$ cat config.mk
export PLATFORM = sky130hd
export DESIGN_NAME = rtc_divider_chain
export DESIGN_NICKNAME = d
export VERILOG_FILES = /design/src/rtc_chain_pkg.sv /design/src/rtc_divider_chain.sv /design/src/rtc_sync.sv /design/src/reload_stage.sv
export SDC_FILE = /design/constraint.sdc
export NUM_CORES = 1
export LEC_CHECK = 0
export BUFFER_PORTS_ARGS = -buffer_cell sky130_fd_sc_hd__buf_4
export CORE_ASPECT_RATIO = 0.75
export CORE_MARGIN = 1.5
export CORE_UTILIZATION = 25
export CTS_CLUSTER_SIZE = 8
export DETAILED_ROUTE_END_ITERATION = 10
export SYNTH_ARGS = -nofsm -noshare
export SYNTH_HDL_FRONTEND = slang
export SYNTH_HIERARCHICAL = 1
export SYNTH_SLANG_ARGS = --single-unit
$ cat constraint.sdc
create_clock -name core_clk_i -period 5.7 [get_ports core_clk_i]
set_input_delay 1.14 -clock core_clk_i [delete_from_list [all_inputs] [get_ports core_clk_i]]
set_output_delay 1.14 -clock core_clk_i [all_outputs]
set_load 0.005 [all_outputs]
$ cat src/rtc_chain_pkg.sv
// constants and carriers shared by the divider chain files
package rtc_chain_pkg;

	localparam int PRESCALE_WIDTH = 16;
	localparam int COUNT_WIDTH    = 32;
	localparam int WORD_WIDTH     = 16;
	localparam int TIMER48_WIDTH  = PRESCALE_WIDTH + COUNT_WIDTH;
	localparam int SUB_COUNT      = 4;

	// sub-timer layout inside the 32-bit counter, lowest stage first
	localparam int SUB_LSB [SUB_COUNT] = '{0, 10, 16, 22};
	localparam int SUB_W   [SUB_COUNT] = '{10, 6, 6, 10};
	// sub-timers below this index sit in the low word
	localparam int LOW_WORD_SUBS = 2;

	localparam logic [4:0] DIV32_LAST = 5'h1F;
	localparam logic [2:0] DIV8_LAST  = 3'h7;
	localparam logic [4:0] DIV32_INIT = 5'h00;
	localparam logic [2:0] DIV8_INIT  = 3'h0;

	// request vector layout
	localparam int REQ_PRESCALE = 0;
	localparam int REQ_SUB_BASE = 1;
	localparam int REQ_ALARM    = REQ_SUB_BASE + SUB_COUNT;
	localparam int REQ_COUNT    = REQ_ALARM + 1;

	typedef struct packed {
		logic run;
		logic ext_select;
		logic div32_on;
		logic div8_on;
	} chain_cfg_type;

	typedef struct packed {
		logic                   wr_low;
		logic                   wr_high;
		logic [WORD_WIDTH-1:0]  word;
		logic                   wr_prescale;
		logic [PRESCALE_WIDTH-1:0] prescale;
	} count_write_type;

endpackage

$ cat src/rtc_divider_chain.sv
// real time clock divider chain: source, prescalers, 16-bit and 32-bit timers
//
// What this block does
// - count clock from internal or external pin
// - optional divide-by-32 and divide-by-8 prescalers
// - reloadable 16-bit prescale timer follows prescalers
// - each stage clocks the next stage
// - 32-bit counter of 10,6,6,10-bit sub-timers
// - all stages count up; the prescale timer and each sub-timer can request, the two prescalers cannot
// - all requests merged into one node request
// - only power reset reinitialises the registers
// - prescale timer plus counter form 48-bit timer
// - alarm request when count reaches software value
`timescale 1ns/100ps
`default_nettype none
module rtc_divider_chain (
	input  wire logic                                 core_clk_i,
	input  wire logic                                 reset_i,
	input  wire rtc_chain_pkg::chain_cfg_type         cfg_i,
	input  wire logic                                 int_tick_i,
	input  wire logic                                 ext_clk_i,
	input  wire logic [rtc_chain_pkg::PRESCALE_WIDTH-1:0] prescale_reload_i,
	input  wire logic [rtc_chain_pkg::COUNT_WIDTH-1:0]    sub_reload_i,
	input  wire rtc_chain_pkg::count_write_type       write_i,
	input  wire logic [rtc_chain_pkg::COUNT_WIDTH-1:0]    alarm_value_i,
	input  wire logic                                 alarm_on_i,
	input  wire logic [rtc_chain_pkg::REQ_COUNT-1:0]      req_enable_i,
	output logic [rtc_chain_pkg::PRESCALE_WIDTH-1:0]      prescale_reload_timer_o,
	output logic [rtc_chain_pkg::WORD_WIDTH-1:0]          count_high_word_o,
	output logic [rtc_chain_pkg::WORD_WIDTH-1:0]          count_low_word_o,
	output logic [rtc_chain_pkg::TIMER48_WIDTH-1:0]       timer48_o,
	output logic [rtc_chain_pkg::REQ_COUNT-1:0]           stage_req_o,
	output logic                                          node_req_o
);
	import rtc_chain_pkg::*;

	// reset_i is the power reset; other resets of the chip never reach here
	// so the time base survives them

	logic                       ext_level;
	logic                       ext_prev;
	logic                       next_ext_prev;
	logic                       ext_edge;
	logic                       source_tick;
	logic [4:0]                 div32_cnt;
	logic [4:0]                 next_div32_cnt;
	logic [2:0]                 div8_cnt;
	logic [2:0]                 next_div8_cnt;
	logic                       div32_tick;
	logic                       div8_tick;
	logic [PRESCALE_WIDTH-1:0]  prescale_count;
	logic                       prescale_carry;
	logic [COUNT_WIDTH-1:0]     count;
	logic [COUNT_WIDTH-1:0]     write_image;
	logic [SUB_COUNT:0]         chain_tick;
	logic [SUB_COUNT-1:0]       sub_carry;
	logic [SUB_COUNT-1:0]       sub_load;
	logic                       count_moved;
	logic                       next_count_moved;
	logic                       alarm_hit;
	logic [REQ_COUNT-1:0]       raw_req;
	logic [REQ_COUNT-1:0]       next_req;
	logic                       next_node;

	// the package layout must tile the counter exactly
	localparam int TOP_BIT = SUB_LSB[SUB_COUNT-1] + SUB_W[SUB_COUNT-1];
	if (SUB_LSB[0] != 0) begin : g_bad_base
		$error("lowest sub-timer must start at bit zero");
	end
	for (genvar c = 1; c < SUB_COUNT; c++) begin : g_layout
		if (SUB_LSB[c] != SUB_LSB[c-1] + SUB_W[c-1]) begin : g_gap
			$error("sub-timers must sit side by side");
		end
	end
	if (TOP_BIT != COUNT_WIDTH) begin : g_bad_top
		$error("sub-timers must fill the counter");
	end
	if (SUB_LSB[LOW_WORD_SUBS] != WORD_WIDTH) begin : g_bad_split
		$error("word split must fall on a sub-timer edge");
	end

	// external pin crosses into the core clock before anything reads it
	rtc_sync #(
		.WIDTH (1)
	) u_ext_sync (
		.core_clk_i (core_clk_i),
		.reset_i    (reset_i),
		.async_i    (ext_clk_i),
		.sync_o     (ext_level)
	);

	// source select and prescalers
	always_comb begin
		next_ext_prev = ext_level;
		ext_edge      = ext_level && !ext_prev;
		source_tick   = cfg_i.run &&
			(cfg_i.ext_select ? ext_edge : int_tick_i);

		next_div32_cnt = div32_cnt;
		div32_tick     = source_tick;
		if (cfg_i.div32_on) begin
			div32_tick = source_tick && (div32_cnt == DIV32_LAST);
			if (source_tick) begin
				next_div32_cnt = div32_cnt + 1'b1;
			end
		end else begin
			// a bypassed divider restarts cleanly when switched back in
			next_div32_cnt = DIV32_INIT;
		end

		next_div8_cnt = div8_cnt;
		div8_tick     = div32_tick;
		if (cfg_i.div8_on) begin
			div8_tick = div32_tick && (div8_cnt == DIV8_LAST);
			if (div32_tick) begin
				next_div8_cnt = div8_cnt + 1'b1;
			end
		end else begin
			next_div8_cnt = DIV8_INIT;
		end
	end

	always_ff @(posedge core_clk_i) begin
		if (reset_i) begin
			ext_prev  <= 1'b0;
			div32_cnt <= DIV32_INIT;
			div8_cnt  <= DIV8_INIT;
		end else begin
			ext_prev  <= next_ext_prev;
			div32_cnt <= next_div32_cnt;
			div8_cnt  <= next_div8_cnt;
		end
	end

	// 16-bit prescale timer
	reload_stage #(
		.WIDTH (PRESCALE_WIDTH)
	) u_prescale (
		.core_clk_i     (core_clk_i),
		.reset_i        (reset_i),
		.tick_i         (div8_tick),
		.load_i         (write_i.wr_prescale),
		.load_value_i   (write_i.prescale),
		.reload_value_i (prescale_reload_i),
		.count_o        (prescale_count),
		.carry_o        (prescale_carry)
	);

	// 32-bit counter as four chained sub-timers
	assign write_image   = {write_i.word, write_i.word};
	assign chain_tick[0] = prescale_carry;

	for (genvar g = 0; g < SUB_COUNT; g++) begin : g_sub
		assign sub_load[g] = (g < LOW_WORD_SUBS) ?
			write_i.wr_low : write_i.wr_high;

		reload_stage #(
			.WIDTH (SUB_W[g])
		) u_sub (
			.core_clk_i     (core_clk_i),
			.reset_i        (reset_i),
			.tick_i         (chain_tick[g]),
			.load_i         (sub_load[g]),
			.load_value_i   (write_image[SUB_LSB[g] +: SUB_W[g]]),
			.reload_value_i (sub_reload_i[SUB_LSB[g] +: SUB_W[g]]),
			.count_o        (count[SUB_LSB[g] +: SUB_W[g]]),
			.carry_o        (sub_carry[g])
		);

		assign chain_tick[g+1] = sub_carry[g];

	end

	assign prescale_reload_timer_o = prescale_count;
	assign count_low_word_o        = count[WORD_WIDTH-1:0];
	assign count_high_word_o       = count[COUNT_WIDTH-1:WORD_WIDTH];
	assign timer48_o               = {count, prescale_count};

	// requests: alarm is checked the cycle after the counter steps so a
	// value written by software alone never raises it
	always_comb begin
		next_count_moved = chain_tick[0];
		alarm_hit = alarm_on_i && count_moved &&
			(count == alarm_value_i);
		raw_req = '0;
		raw_req[REQ_PRESCALE] = prescale_carry;
		for (int i = 0; i < SUB_COUNT; i++) begin
			raw_req[REQ_SUB_BASE + i] = sub_carry[i];
		end
		raw_req[REQ_ALARM] = alarm_hit;
		next_req  = raw_req & req_enable_i;
		next_node = |next_req;
	end

	always_ff @(posedge core_clk_i) begin
		if (reset_i) begin
			count_moved <= 1'b0;
			stage_req_o <= '0;
			node_req_o  <= 1'b0;
		end else begin
			count_moved <= next_count_moved;
			stage_req_o <= next_req;
			node_req_o  <= next_node;
		end
	end
endmodule
`default_nettype wire

$ cat src/rtc_sync.sv
// two flip-flop synchroniser for pin levels
`timescale 1ns/100ps
`default_nettype none
module rtc_sync #(
	parameter int WIDTH = 1
) (
	input  wire logic             core_clk_i,
	input  wire logic             reset_i,
	input  wire logic [WIDTH-1:0] async_i,
	output logic      [WIDTH-1:0] sync_o
);
	logic [WIDTH-1:0] first_stage;
	logic [WIDTH-1:0] next_first;
	logic [WIDTH-1:0] next_sync;

	if (WIDTH < 1) begin : g_bad_width
		$error("rtc_sync needs WIDTH of at least 1");
	end

	always_comb begin
		next_first = async_i;
		next_sync  = first_stage;
	end

	always_ff @(posedge core_clk_i) begin
		if (reset_i) begin
			first_stage <= '0;
			sync_o      <= '0;
		end else begin
			first_stage <= next_first;
			sync_o      <= next_sync;
		end
	end
endmodule
`default_nettype wire

$ cat src/reload_stage.sv
// one reloadable up-counting stage of the divider chain
`timescale 1ns/100ps
`default_nettype none
module reload_stage #(
	parameter int WIDTH = 10
) (
	input  wire logic             core_clk_i,
	input  wire logic             reset_i,
	input  wire logic             tick_i,
	input  wire logic             load_i,
	input  wire logic [WIDTH-1:0] load_value_i,
	input  wire logic [WIDTH-1:0] reload_value_i,
	output logic      [WIDTH-1:0] count_o,
	output logic                  carry_o
);
	logic [WIDTH-1:0] next_count;

	if (WIDTH < 2) begin : g_bad_width
		$error("reload_stage needs WIDTH of at least 2");
	end

	// carry is combinational so a whole cascade steps in one cycle
	always_comb begin
		carry_o = tick_i && (count_o == {WIDTH{1'b1}});
		next_count = count_o;
		if (load_i) begin
			next_count = load_value_i;
		end else if (carry_o) begin
			next_count = reload_value_i;
		end else if (tick_i) begin
			next_count = count_o + 1'b1;
		end
	end

	always_ff @(posedge core_clk_i) begin
		if (reset_i) begin
			count_o <= '0;
		end else begin
			count_o <= next_count;
		end
	end
endmodule
`default_nettype wire

# After elaboration in Yosys (flattened, before gate mapping)
# Index checks and enable logic that the tools add are counted.
[totals] ff_bits=67 inputBits=130 output_inout_bits=103 elab_cells=69
[op_classes] n_addsub=7 eq_ne=8 muxes=18 n_bitwise=3 reduce_logical=20
[op_table] op="2-to-1 mux 10 bit" n=6
[op_table] op="2-to-1 mux 16 bit" n=3
[op_table] op="2-to-1 mux 6 bit" n=6
[op_table] op="== test 32 bit" n=1
[op_table] op="adder 10 x 1 -> 10 bit, second input constant" n=2
[op_table] op="== test 10 bit, second input constant" n=2
[op_table] op="adder 16 x 1 -> 16 bit, second input constant" n=1
[op_table] op="== test 16 bit, second input constant" n=1
[op_table] op="nonzero test 3 bit" n=5
[op_table] op="adder 6 x 1 -> 6 bit, second input constant" n=2
[op_table] op="== test 6 bit, second input constant" n=2
[op_table] op="logical AND 1 bit" n=11
[op_table] op="bitwise AND 6 bit" n=1
[op_table] op="OR reduction 6 bit" n=1
[op_table] op="adder 5 x 1 -> 5 bit, second input constant" n=1
[op_table] op="== test 5 bit, second input constant" n=1
[op_table] op="OR reduction 2 bit" n=2
[op_table] op="adder 3 x 1 -> 3 bit, second input constant" n=1
[op_table] op="== test 3 bit, second input constant" n=1
[op_table] op="2-to-1 mux 1 bit" n=3
[op_table] op="inverter 1 bit" n=2
[op_table] op="zero test 1 bit" n=1

# Logic depth before layout (Yosys ltp)
# Gate-level depths: netlist (run 1).
[depth] ltp_word=15 ltp_mapped=23

# Hierarchy
# The synthesis (run 1) kept the hierarchy.
[by_module_without_submodules] mod="rtc_divider_chain" n_inst=1 cells_per_inst=158 area_each_um2=1427.6 seq_area_each_um2=340.3
[by_module_without_submodules] mod="reload_stage (g_sub[0].u_sub ...)" n_inst=2 cells_per_inst=89 area_each_um2=691.9 seq_area_each_um2=200.2
[by_module_without_submodules] mod="reload_stage (u_prescale)" n_inst=1 cells_per_inst=161 area_each_um2=1285.0 seq_area_each_um2=320.3
[by_module_without_submodules] mod="reload_stage (g_sub[1].u_sub ...)" n_inst=2 cells_per_inst=53 area_each_um2=421.7 seq_area_each_um2=120.1
[by_module_without_submodules] mod="rtc_sync" n_inst=1 cells_per_inst=4 area_each_um2=52.6 seq_area_each_um2=40.0

# Worst setup path after synthesis (run 1)
# No wires, ideal clock.
[synth_path] path_type="input to register" startpoint="input cfg_i[2] in the netlist's numbering" endpoint="register g_sub[3].u_sub.count_o[0]" setup_ns=0.131 t_arrival_ns=5.393 required_time_ns=5.569 slack_ns=0.176 path_stages=20 n_path_buf=2 path_cell_list="and2b_1 o221ai_4 a21oi_1 nand4_4 nor3_1 and2_1 nand2_1 or4_4 clkinv_4 buf_2 nand4_4 clkinv_2 buf_2 nand4_4 clkinv_2 nand2_1 or4_4 clkinv_4 mux2i_1 o22ai_1"
[synth_between] elab_chain_len=13
[synth_lines] element="start: declaration" line_no="rtc_divider_chain.sv:19" rtl="input wire rtc_chain_pkg::chain_cfg_type cfg_i,"
[synth_lines] element="2-to-1 mux 1 bit *" line_no="rtc_divider_chain.sv:97" rtl="(cfg_i.ext_select ? ext_edge : int_tick_i);"
[synth_lines] element="logical AND 1 bit *" line_no="rtc_divider_chain.sv:96" rtl="source_tick = cfg_i.run &&"
[synth_lines] element="logical AND 1 bit" line_no="rtc_divider_chain.sv:102" rtl="div32_tick = source_tick && (div32_cnt == DIV32_LAST);"
[synth_lines] element="2-to-1 mux 1 bit *" line_no="rtc_divider_chain.sv:101" rtl="if (cfg_i.div32_on) begin"
[synth_lines] element="logical AND 1 bit" line_no="rtc_divider_chain.sv:114" rtl="div8_tick = div32_tick && (div8_cnt == DIV8_LAST);"
[synth_lines] element="2-to-1 mux 1 bit *" line_no="rtc_divider_chain.sv:113" rtl="if (cfg_i.div8_on) begin"
[synth_lines] element="named net div8_tick" line_no="rtc_divider_chain.sv:50" rtl="logic div8_tick;"
[synth_lines] element="logical AND 1 bit *" line_no="reload_stage.sv:24" rtl="carry_o = tick_i && (count_o == {WIDTH{1'b1}});"
[synth_lines] element="named net chain_tick[0]" line_no="rtc_divider_chain.sv:55" rtl="logic [SUB_COUNT:0] chain_tick;"
[synth_lines] element="(+1 left out)"
[synth_lines] element="named net chain_tick[1]" line_no="rtc_divider_chain.sv:55"
[synth_lines] element="logical AND 1 bit *" line_no="reload_stage.sv:24"
[synth_lines] element="named net chain_tick[2]" line_no="rtc_divider_chain.sv:55"
[synth_lines] element="logical AND 1 bit *" line_no="reload_stage.sv:24"
[synth_lines] element="named net chain_tick[3]" line_no="rtc_divider_chain.sv:55"
[synth_lines] element="logical AND 1 bit *" line_no="reload_stage.sv:24"
[synth_lines] element="named net chain_tick[4]" line_no="rtc_divider_chain.sv:55"
[synth_lines] element="2-to-1 mux 10 bit" line_no="reload_stage.sv:28" rtl="end else if (carry_o) begin"
[synth_lines] element="2-to-1 mux 10 bit" line_no="reload_stage.sv:26" rtl="if (load_i) begin"
[synth_lines] element="end signal: assignment" line_no="reload_stage.sv:39" rtl="count_o <= next_count;"
[synth_lines] element="end: declaration" line_no="reload_stage.sv:13" rtl="output logic [WIDTH-1:0] count_o,"
# Mark *: on every way through the listed nets, which the timed path passes. The rest lies on a longest branch.
# A chain may end at the register's enable or synchronous reset.

# Final worst setup path (run 1)
[layout_path] startpoint="input cfg_i[2] in the netlist's numbering" endpoint="register g_sub[3].u_sub.count_o[1]"
# Same word-level chain as after synthesis.

==> results of run 1 <==
where the power goes:
group | leakage [uW] | total (uW) | internal [uW] | switching, uW
registers | 0.000550 | 546 | 489 | 56.4
logic | 0.00225 | 261 | 153 | 108
clock network | 0.000148 | 615 | 393 | 222
synthesized netlist by cell type, types with 7 or more instances:
cell       n  share of area
xor2_1    34          0.060
mux2i_1   17          0.034
a21oi_1   48          0.048
clkbuf_1  13         0.0098
nor2_1    41          0.031
inv_1     20          0.015
nand3_1   25          0.025
buf_4     49          0.074
dfxtp_1   67           0.27
nand4_1   11          0.014
xnor2_1   14          0.025
o22ai_1   22          0.028
nor3_1    23          0.023
ha_1       9          0.023
nor4_1     7         0.0088
and3_1    12          0.015
nor3b_1   21          0.032
nand2_1   33          0.025
a211oi_1  10          0.015
o21ai_0   21          0.021
final cells by class:
type                       count  share of cell area
multi-input combinational    444               0.440
timing repair buffer         239               0.259
sequential                    67               0.194
tap                          253              0.0458
clock buffer                  11              0.0351
inverter                      24              0.0148
clock inverter                 4              0.0109
antenna                        1            0.000362
per-layer routing:
metal,GRT usage,vias to the layer above,routed length [um]
met3,0.0370,23,1240
met5,0,-,0
li1,-,2549,-
met4,0.0525,0,372
met2,0.257,220,8070
met1,0.275,2486,9790
final timing paths:
| kind | start | end | slack (ps) | cells after the start |
|---|---|---|---|---|
| worst min-delay path | u_ext_sync/first_stage | u_ext_sync/sync_o | 450 | 1 |
| worst min register to register | u_ext_sync/first_stage | u_ext_sync/sync_o | 450 | 1 |
| worst max-delay path | cfg_i[2] | g_sub[3].u_sub/count_o[1] | 580 | 19 |
| worst max register to register | div32_cnt[0] | g_sub[3].u_sub/count_o[1] | 900 | 20 |
cells by family (layout without fill, tap and decap cells):
kind of cell / count (synthesis) / after routing / share of synthesized area
XOR/XNOR: 48 / 48 / 0.0842
multiplexers: 17 / 17 / 0.0341
adder cells (fa/ha/maj): 9 / 9 / 0.0226
other: 0 / 1 / 0
AND/OR/NAND/NOR: 220 / 220 / 0.269
flip-flops: 67 / 67 / 0.269
buffers and inverters: 96 / 278 / 0.122
AO/OA/AOI/OAI: 150 / 150 / 0.200
state kept, by name (all words and copies together), names as in the netlist:
name	count
stage_req_o	6
node_req_o	1
u_prescale/count_o	16
ext_prev	1
div32_cnt	5
g_sub.u_sub/count_o	32
u_ext_sync/first_stage	1
count_moved	1
u_ext_sync/sync_o	1
div8_cnt	3
stage by stage:
| stage | utilization | power [uW] | hold WS [ps] |
|---|---|---|---|
| 6_report | 0.356 | 1420 | 449 |
| 3_5_place_dp | 0.339 | 814 | 452 |
| 3_3_place_gp | 0.339 | 814 | 419 |
| 5_1_grt | 0.356 | 1480 | 467 |
| 2_1_floorplan | - | 665 | 414 |
| 4_1_cts | 0.356 | 1430 | 456 |
worst max-delay path, delay by kind of cell:
family          cells  cell delay [ps]
buf+inv             5              670
compound gates      3              640
mux                 1              190
simple gates       10             2690
==> metrics.csv, run 1 <==
stage;metric;value;unit
synth;synthesized area;0.00499;sq mm
sta;Final WS setup;576;ps
sta;Tcrit/Tclk final;0.899;
global_routing;GR Util All Layers;0.182;
final_layout;commonest cells after routing, fill and taps aside;239 x buf_4, 67 x dfxtp_1, 48 x a21oi_1;
routing;Routed WL per cell;18.7;um
synth;sequential share of the synthesized area;0.269;
worst_setup_path;WS Path Type;input pin to flip-flop;
routing;Vias;5278;
final_layout;fillers;2066;
synth;Netlist cell types;67;
die;Die Y-Extent;125;um
die;full die area;0.0208;sq mm
die;initial core utilization;0.257;
power_and_ir_drop;Pwr Density;205;mW/mm^2
sta;max frequency;0.195;GHz
sta;Final setup viols;0;
placement;gpl congestion;0.900;
final_layout;most common cell after layout, fill and taps aside;buf_4;
die;core area;0.0194;sq mm
worst_hold_path;worst hold path type;flip-flop to flip-flop;
worst_setup_path;CP Data Arrival Time;5330;ps
synth;syn_nets;746;
die;row cnt;44;
clock_network;clock-pin slew on the worst setup and hold paths;60;ps
power_and_ir_drop;maximum VDD drop;105;uV
placement;Setup Slack @ Placement;184;ps
routing;DRT Wirelength;19.5;mm
placement;post-DP HPWL;15.2;mm
global_routing;first-pass GRT wire length;29.5;mm
clock_network;clk sinks;67;
worst_setup_path;CP max stage delay;610;ps
placement;PortBufs;232;
final_layout;area growth from synthesis to layout;38.6;%
synth;post-synthesis area per instance;8.22;sq um
routing;Via density;5.06;
routing;Pre-Repair DR Iteration Count;4;
worst_setup_path;CP most frequent cell;nand4_4;
worst_setup_path;Crit-path slowest cell;or4_4;
flow_run;Max-cap violations;0;
clock_network;cts repair resizes;0;
clock_network;root buf cell;clkbuf_16;
clock_network;TritonCTS buffer count;9;
clock_network;worst skew pair latency;340;ps
synth;Post-synth EDFFs;0;
global_routing;largest net degree at the start of global routing;43;
final_layout;area of the multi-input gates;0.00304;sq mm
status;status;complete, no violations;
sta;pin slew with the least headroom to its limit;785;ps
final_layout;Reg area;0.00134;sq mm
routing;Post-DRT Antenna Nets;0;
placement;placed cells;1027;
worst_setup_path;Critical Path RT;5910;ps
clock_network;Max Buffers Root-to-Sink;2;
synth;flops & latches, synth;67;
sta;RSZ-0062 raised after global routing;no;
sta;Slew HR;0.473;
sta;final setup TNS;0;ps
global_routing;vias in the first global route;4937;
final_layout;Finished Layout Cells;1043;
final_layout;layout cell share with drive strength beyond 1;0.362;
worst_setup_path;critical path startpoint category;input pin;
global_routing;GRT Residual Overflow;0;
synth;Mapped Cells;607;
routing;drt initial violations;404;
worst_setup_path;Worst setup EP type;flip-flop;
clock_network;CTS tree;built;
sta;Hold Fails Final Rpt;0;
placement;dpl cell area;0.00660;sq mm
die;Horiz. Die Dim;166;um
sta;max-slew violation count;0;
die;I/O pin count;233;
worst_setup_path;Critical Path, Cell by Cell;buf_4 > and2b_1 > o221ai_4 > a21oi_1 > nand4_4 > nor3_1 > and2_1 > nand2_1 > or4_4 > clkinv_4 > nand4_4 > clkinv_2 > nand4_4 > clkinv_2 > nand2_1 > or4_4 > clkinv_4 > mux2i_1 > o22ai_1;
sta;Final min period;5120;ps
worst_setup_path;CP max FO;17;
routing;number of remaining DRC errors;0;
global_routing;initial antenna violation count;0;
synth;post-synthesis async set-or-reset flop share;0;
sta;skew final;7.77;ps
clock_network;postcts setup bufs;0;
final_layout;number of nets in the layout;924;
final_layout;Design Area, Final;0.00692;sq mm
clock_network;Clock H-tree levels;3;
synth;Ys Warns;6;
power_and_ir_drop;Lkg Pwr;0.00294;uW
synth;top_reg_cell synth;dfxtp_1;
clock_network;hold buffers post-CTS;0;
Power figures use the tool's default switching activity.
==> run 2, diff against run 1 <==
--- a/config.mk
+++ b/config.mk
@@ -8,9 +8,11 @@
 export BUFFER_PORTS_ARGS = -buffer_cell sky130_fd_sc_hd__buf_4
 export CORE_ASPECT_RATIO = 0.75
 export CORE_MARGIN = 1.5
-export CORE_UTILIZATION = 25
+export CORE_UTILIZATION = 43
 export CTS_CLUSTER_SIZE = 8
 export DETAILED_ROUTE_END_ITERATION = 10
+export HOLD_SLACK_MARGIN = 0.02
+export PLACE_DENSITY = 0.78
 export SYNTH_ARGS = -nofsm -noshare
 export SYNTH_HDL_FRONTEND = slang
 export SYNTH_HIERARCHICAL = 1
==> run 2 against run 1 <==
Critical path depth is the same. Worst setup slack lost 180 ps. Hold slack lost 13 ps. Count of clock-buffer cells in the layout is the same. Utilization grew 25 points. Die area shrank 41%. Critical path type unchanged. Highest routed layer unchanged. Critical endpoint is now g_sub[3].u_sub/count_o[0]. Cell count shrank 11%.
==> metrics.csv, run 2 (synthesis results as in run 1) <==
stage;metric;value;unit
status;status;complete, no violations;
clock_network;hold buffers post-CTS;0;
placement;PortBufs;232;
worst_setup_path;critical path startpoint category;input pin;
sta;Final min period;5310;ps
routing;number of remaining DRC errors;0;
final_layout;antenna cell count;0;
sta;Final setup viols;0;
power_and_ir_drop;Pwr Density;204;mW/mm^2
placement;post-DP HPWL;13.5;mm
worst_setup_path;WP buf/inv;5;
routing;Via density;5.95;
die;full die area;0.0123;sq mm
clock_network;Clock H-tree levels;3;
die;initial core utilization;0.449;
worst_hold_path;Hold Path End;u_ext_sync/sync_o;
final_layout;area growth from synthesis to layout;35.0;%
global_routing;initial antenna violation count;0;
clock_network;worst skew pair latency;330;ps
die;core area;0.0111;sq mm
global_routing;first-pass GRT wire length;27.0;mm
global_routing;largest net degree at the start of global routing;68;
global_routing;vias in the first global route;4993;
worst_setup_path;Critical Path, Cell by Cell;buf_4 > and2b_1 > o221ai_4 > a21oi_2 > nand4_4 > nor3_1 > and2_1 > nand2_1 > or4_4 > clkinv_4 > nand4_4 > clkinv_2 > nand4_4 > clkinv_2 > nand2_1 > or4_4 > clkinv_4 > mux2i_1 > o22ai_1;
die;I/O pin count;233;
routing;Pre-Repair DR Iteration Count;6;
clock_network;Max Buffers Root-to-Sink;2;
die;Die Y-Extent;96.3;um
sta;Tcrit/Tclk final;0.931;
die;Horiz. Die Dim;127;um
worst_hold_path;min-delay src;u_ext_sync/first_stage;
clock_network;root buf cell;clkbuf_16;
routing;DRT Wirelength;17.9;mm
routing;Vias;5506;
worst_setup_path;CP max FO;18;
routing;drt initial violations;478;
global_routing;GR Util All Layers;0.286;
placement;gpl congestion;0.979;
flow_run;Max-cap violations;0;
die;row cnt;33;
worst_setup_path;CP most frequent cell;nand4_4;
clock_network;TritonCTS buffer count;9;
worst_setup_path;CP max stage delay;610;ps
sta;Slew HR;0.462;
final_layout;max reg flops;32;
final_layout;number of nets in the layout;921;
final_layout;Design Area, Final;0.00674;sq mm
routing;Post-DRT Antenna Nets;0;
sta;max-slew violation count;0;
sta;skew final;9.11;ps
global_routing;GRT Residual Overflow;0;
worst_setup_path;worst r2r src;div32_cnt[0];
power_and_ir_drop;Lkg Pwr;0.00292;uW
final_layout;Top Registers;g_sub.u_sub/count_o: 32 flops, u_prescale/count_o: 16 flops, stage_req_o: 6 flops;
routing;Routed WL per cell;19.4;um
worst_setup_path;WS Path Type;input pin to flip-flop;
sta;Hold Fails Final Rpt;0;
power_and_ir_drop;maximum VDD drop;156;uV
final_layout;commonest cells after routing, fill and taps aside;236 x buf_4, 67 x dfxtp_1, 47 x a21oi_1;
worst_setup_path;Crit Reg-Reg Endpoint;g_sub[3].u_sub/count_o[0];
worst_setup_path;Worst setup EP type;flip-flop;
final_layout;most common cell after layout, fill and taps aside;buf_4;
worst_setup_path;Critical Path RT;5890;ps
worst_hold_path;worst hold path type;flip-flop to flip-flop;
final_layout;Largest Register;g_sub.u_sub/count_o;
sta;RSZ-0062 raised after global routing;no;
worst_setup_path;r2r setup slk;760;ps
placement;dpl cell area;0.00643;sq mm
worst_setup_path;CP Data Arrival Time;5490;ps
worst_setup_path;Crit-path slowest cell;or4_4;
clock_network;clock-pin slew on the worst setup and hold paths;60;ps
worst_setup_path;R2R depth;20;
worst_setup_path;Crit path max-delay family;simple AND/OR/NAND/NOR gates;
sta;final setup TNS;0;ps
sta;pin slew with the least headroom to its limit;800;ps
sta;max frequency;0.188;GHz
clock_network;clk sinks;67;
clock_network;CTS tree;built;
final_layout;layout cell share with drive strength beyond 1;0.363;
worst_hold_path;Min-Delay Path Depth;1;
## run 2: worst register-to-register path, stage by stage, from the launching register on
cell and delay, ps:
dfxtp_1 360, ha_1 180, and3_1 160, ha_1 190
o221ai_4 170, a21oi_2 220, nand4_4 160, nor3_1 270
and2_1 180, nand2_1 150, or4_4 600, clkinv_4 170
nand4_4 150, clkinv_2 240, nand4_4 150, clkinv_2 240
nand2_1 190, or4_4 610, clkinv_4 110, mux2i_1 210
o22ai_1 100
## run 2: metal layers
layer | vias to the layer above | wire (um) | global-route usage
li1 | 2537 | - | -
met1 | 2591 | 7580 | 0.384
met2 | 337 | 8110 | 0.451
met3 | 41 | 1730 | 0.0695
met4 | 0 | 518 | 0.0975
met5 | - | 0 | 0
## run 2: area by class of cell
class | instances | area [sq um]
tap | 140 | 175
clock buffer | 11 | 253
clock inverter | 4 | 50.0
multi-input combinational | 444 | 3050
fill | 955 | 4370
inverter | 24 | 103
sequential | 67 | 1340
timing repair buffer | 236 | 1770
## run 2: how the worst max path moves through the flow
stage                     startpoint                        end  depth (start not counted)
after floorplan             cfg_i[2]  g_sub[3].u_sub/count_o[0]                         20
after global placement      cfg_i[2]  g_sub[3].u_sub/count_o[0]                         19
after detailed placement    cfg_i[2]  g_sub[3].u_sub/count_o[0]                         19
after CTS                   cfg_i[2]  g_sub[3].u_sub/count_o[0]                         19
after global routing        cfg_i[2]  g_sub[3].u_sub/count_o[0]                         19
final                       cfg_i[2]  g_sub[3].u_sub/count_o[0]                         19
## run 2: what timing repair did
action	CTS	global route
resized for setup	0	1
setup buffers	0	0
setup endpoints to repair	0	2
## run 2: through the flow
| stage | hold WS (ps) | total power [uW] | util | setup WS [ps] | std cells |
|---|---|---|---|---|---|
| final | 436 | 1370 | 0.607 | 394 | 926 |
| after global routing | 456 | 1430 | 0.607 | 107 | 926 |
| after CTS | 442 | 1380 | 0.607 | 352 | 926 |
| after detailed placement | 431 | 812 | 0.579 | 21.7 | 911 |
| after global placement | 431 | 808 | 0.579 | 214 | 911 |
| after floorplan | 414 | 665 | - | 176 | 607 |
## run 2: power by group
group | internal, uW | leakage, uW | total (uW) | switching [uW]
sequential | 490 | 0.000550 | 544 | 54.7
combinational | 153 | 0.00223 | 264 | 111
clock | 359 | 0.000144 | 566 | 206
total | 1000 | 0.00292 | 1370 | 372
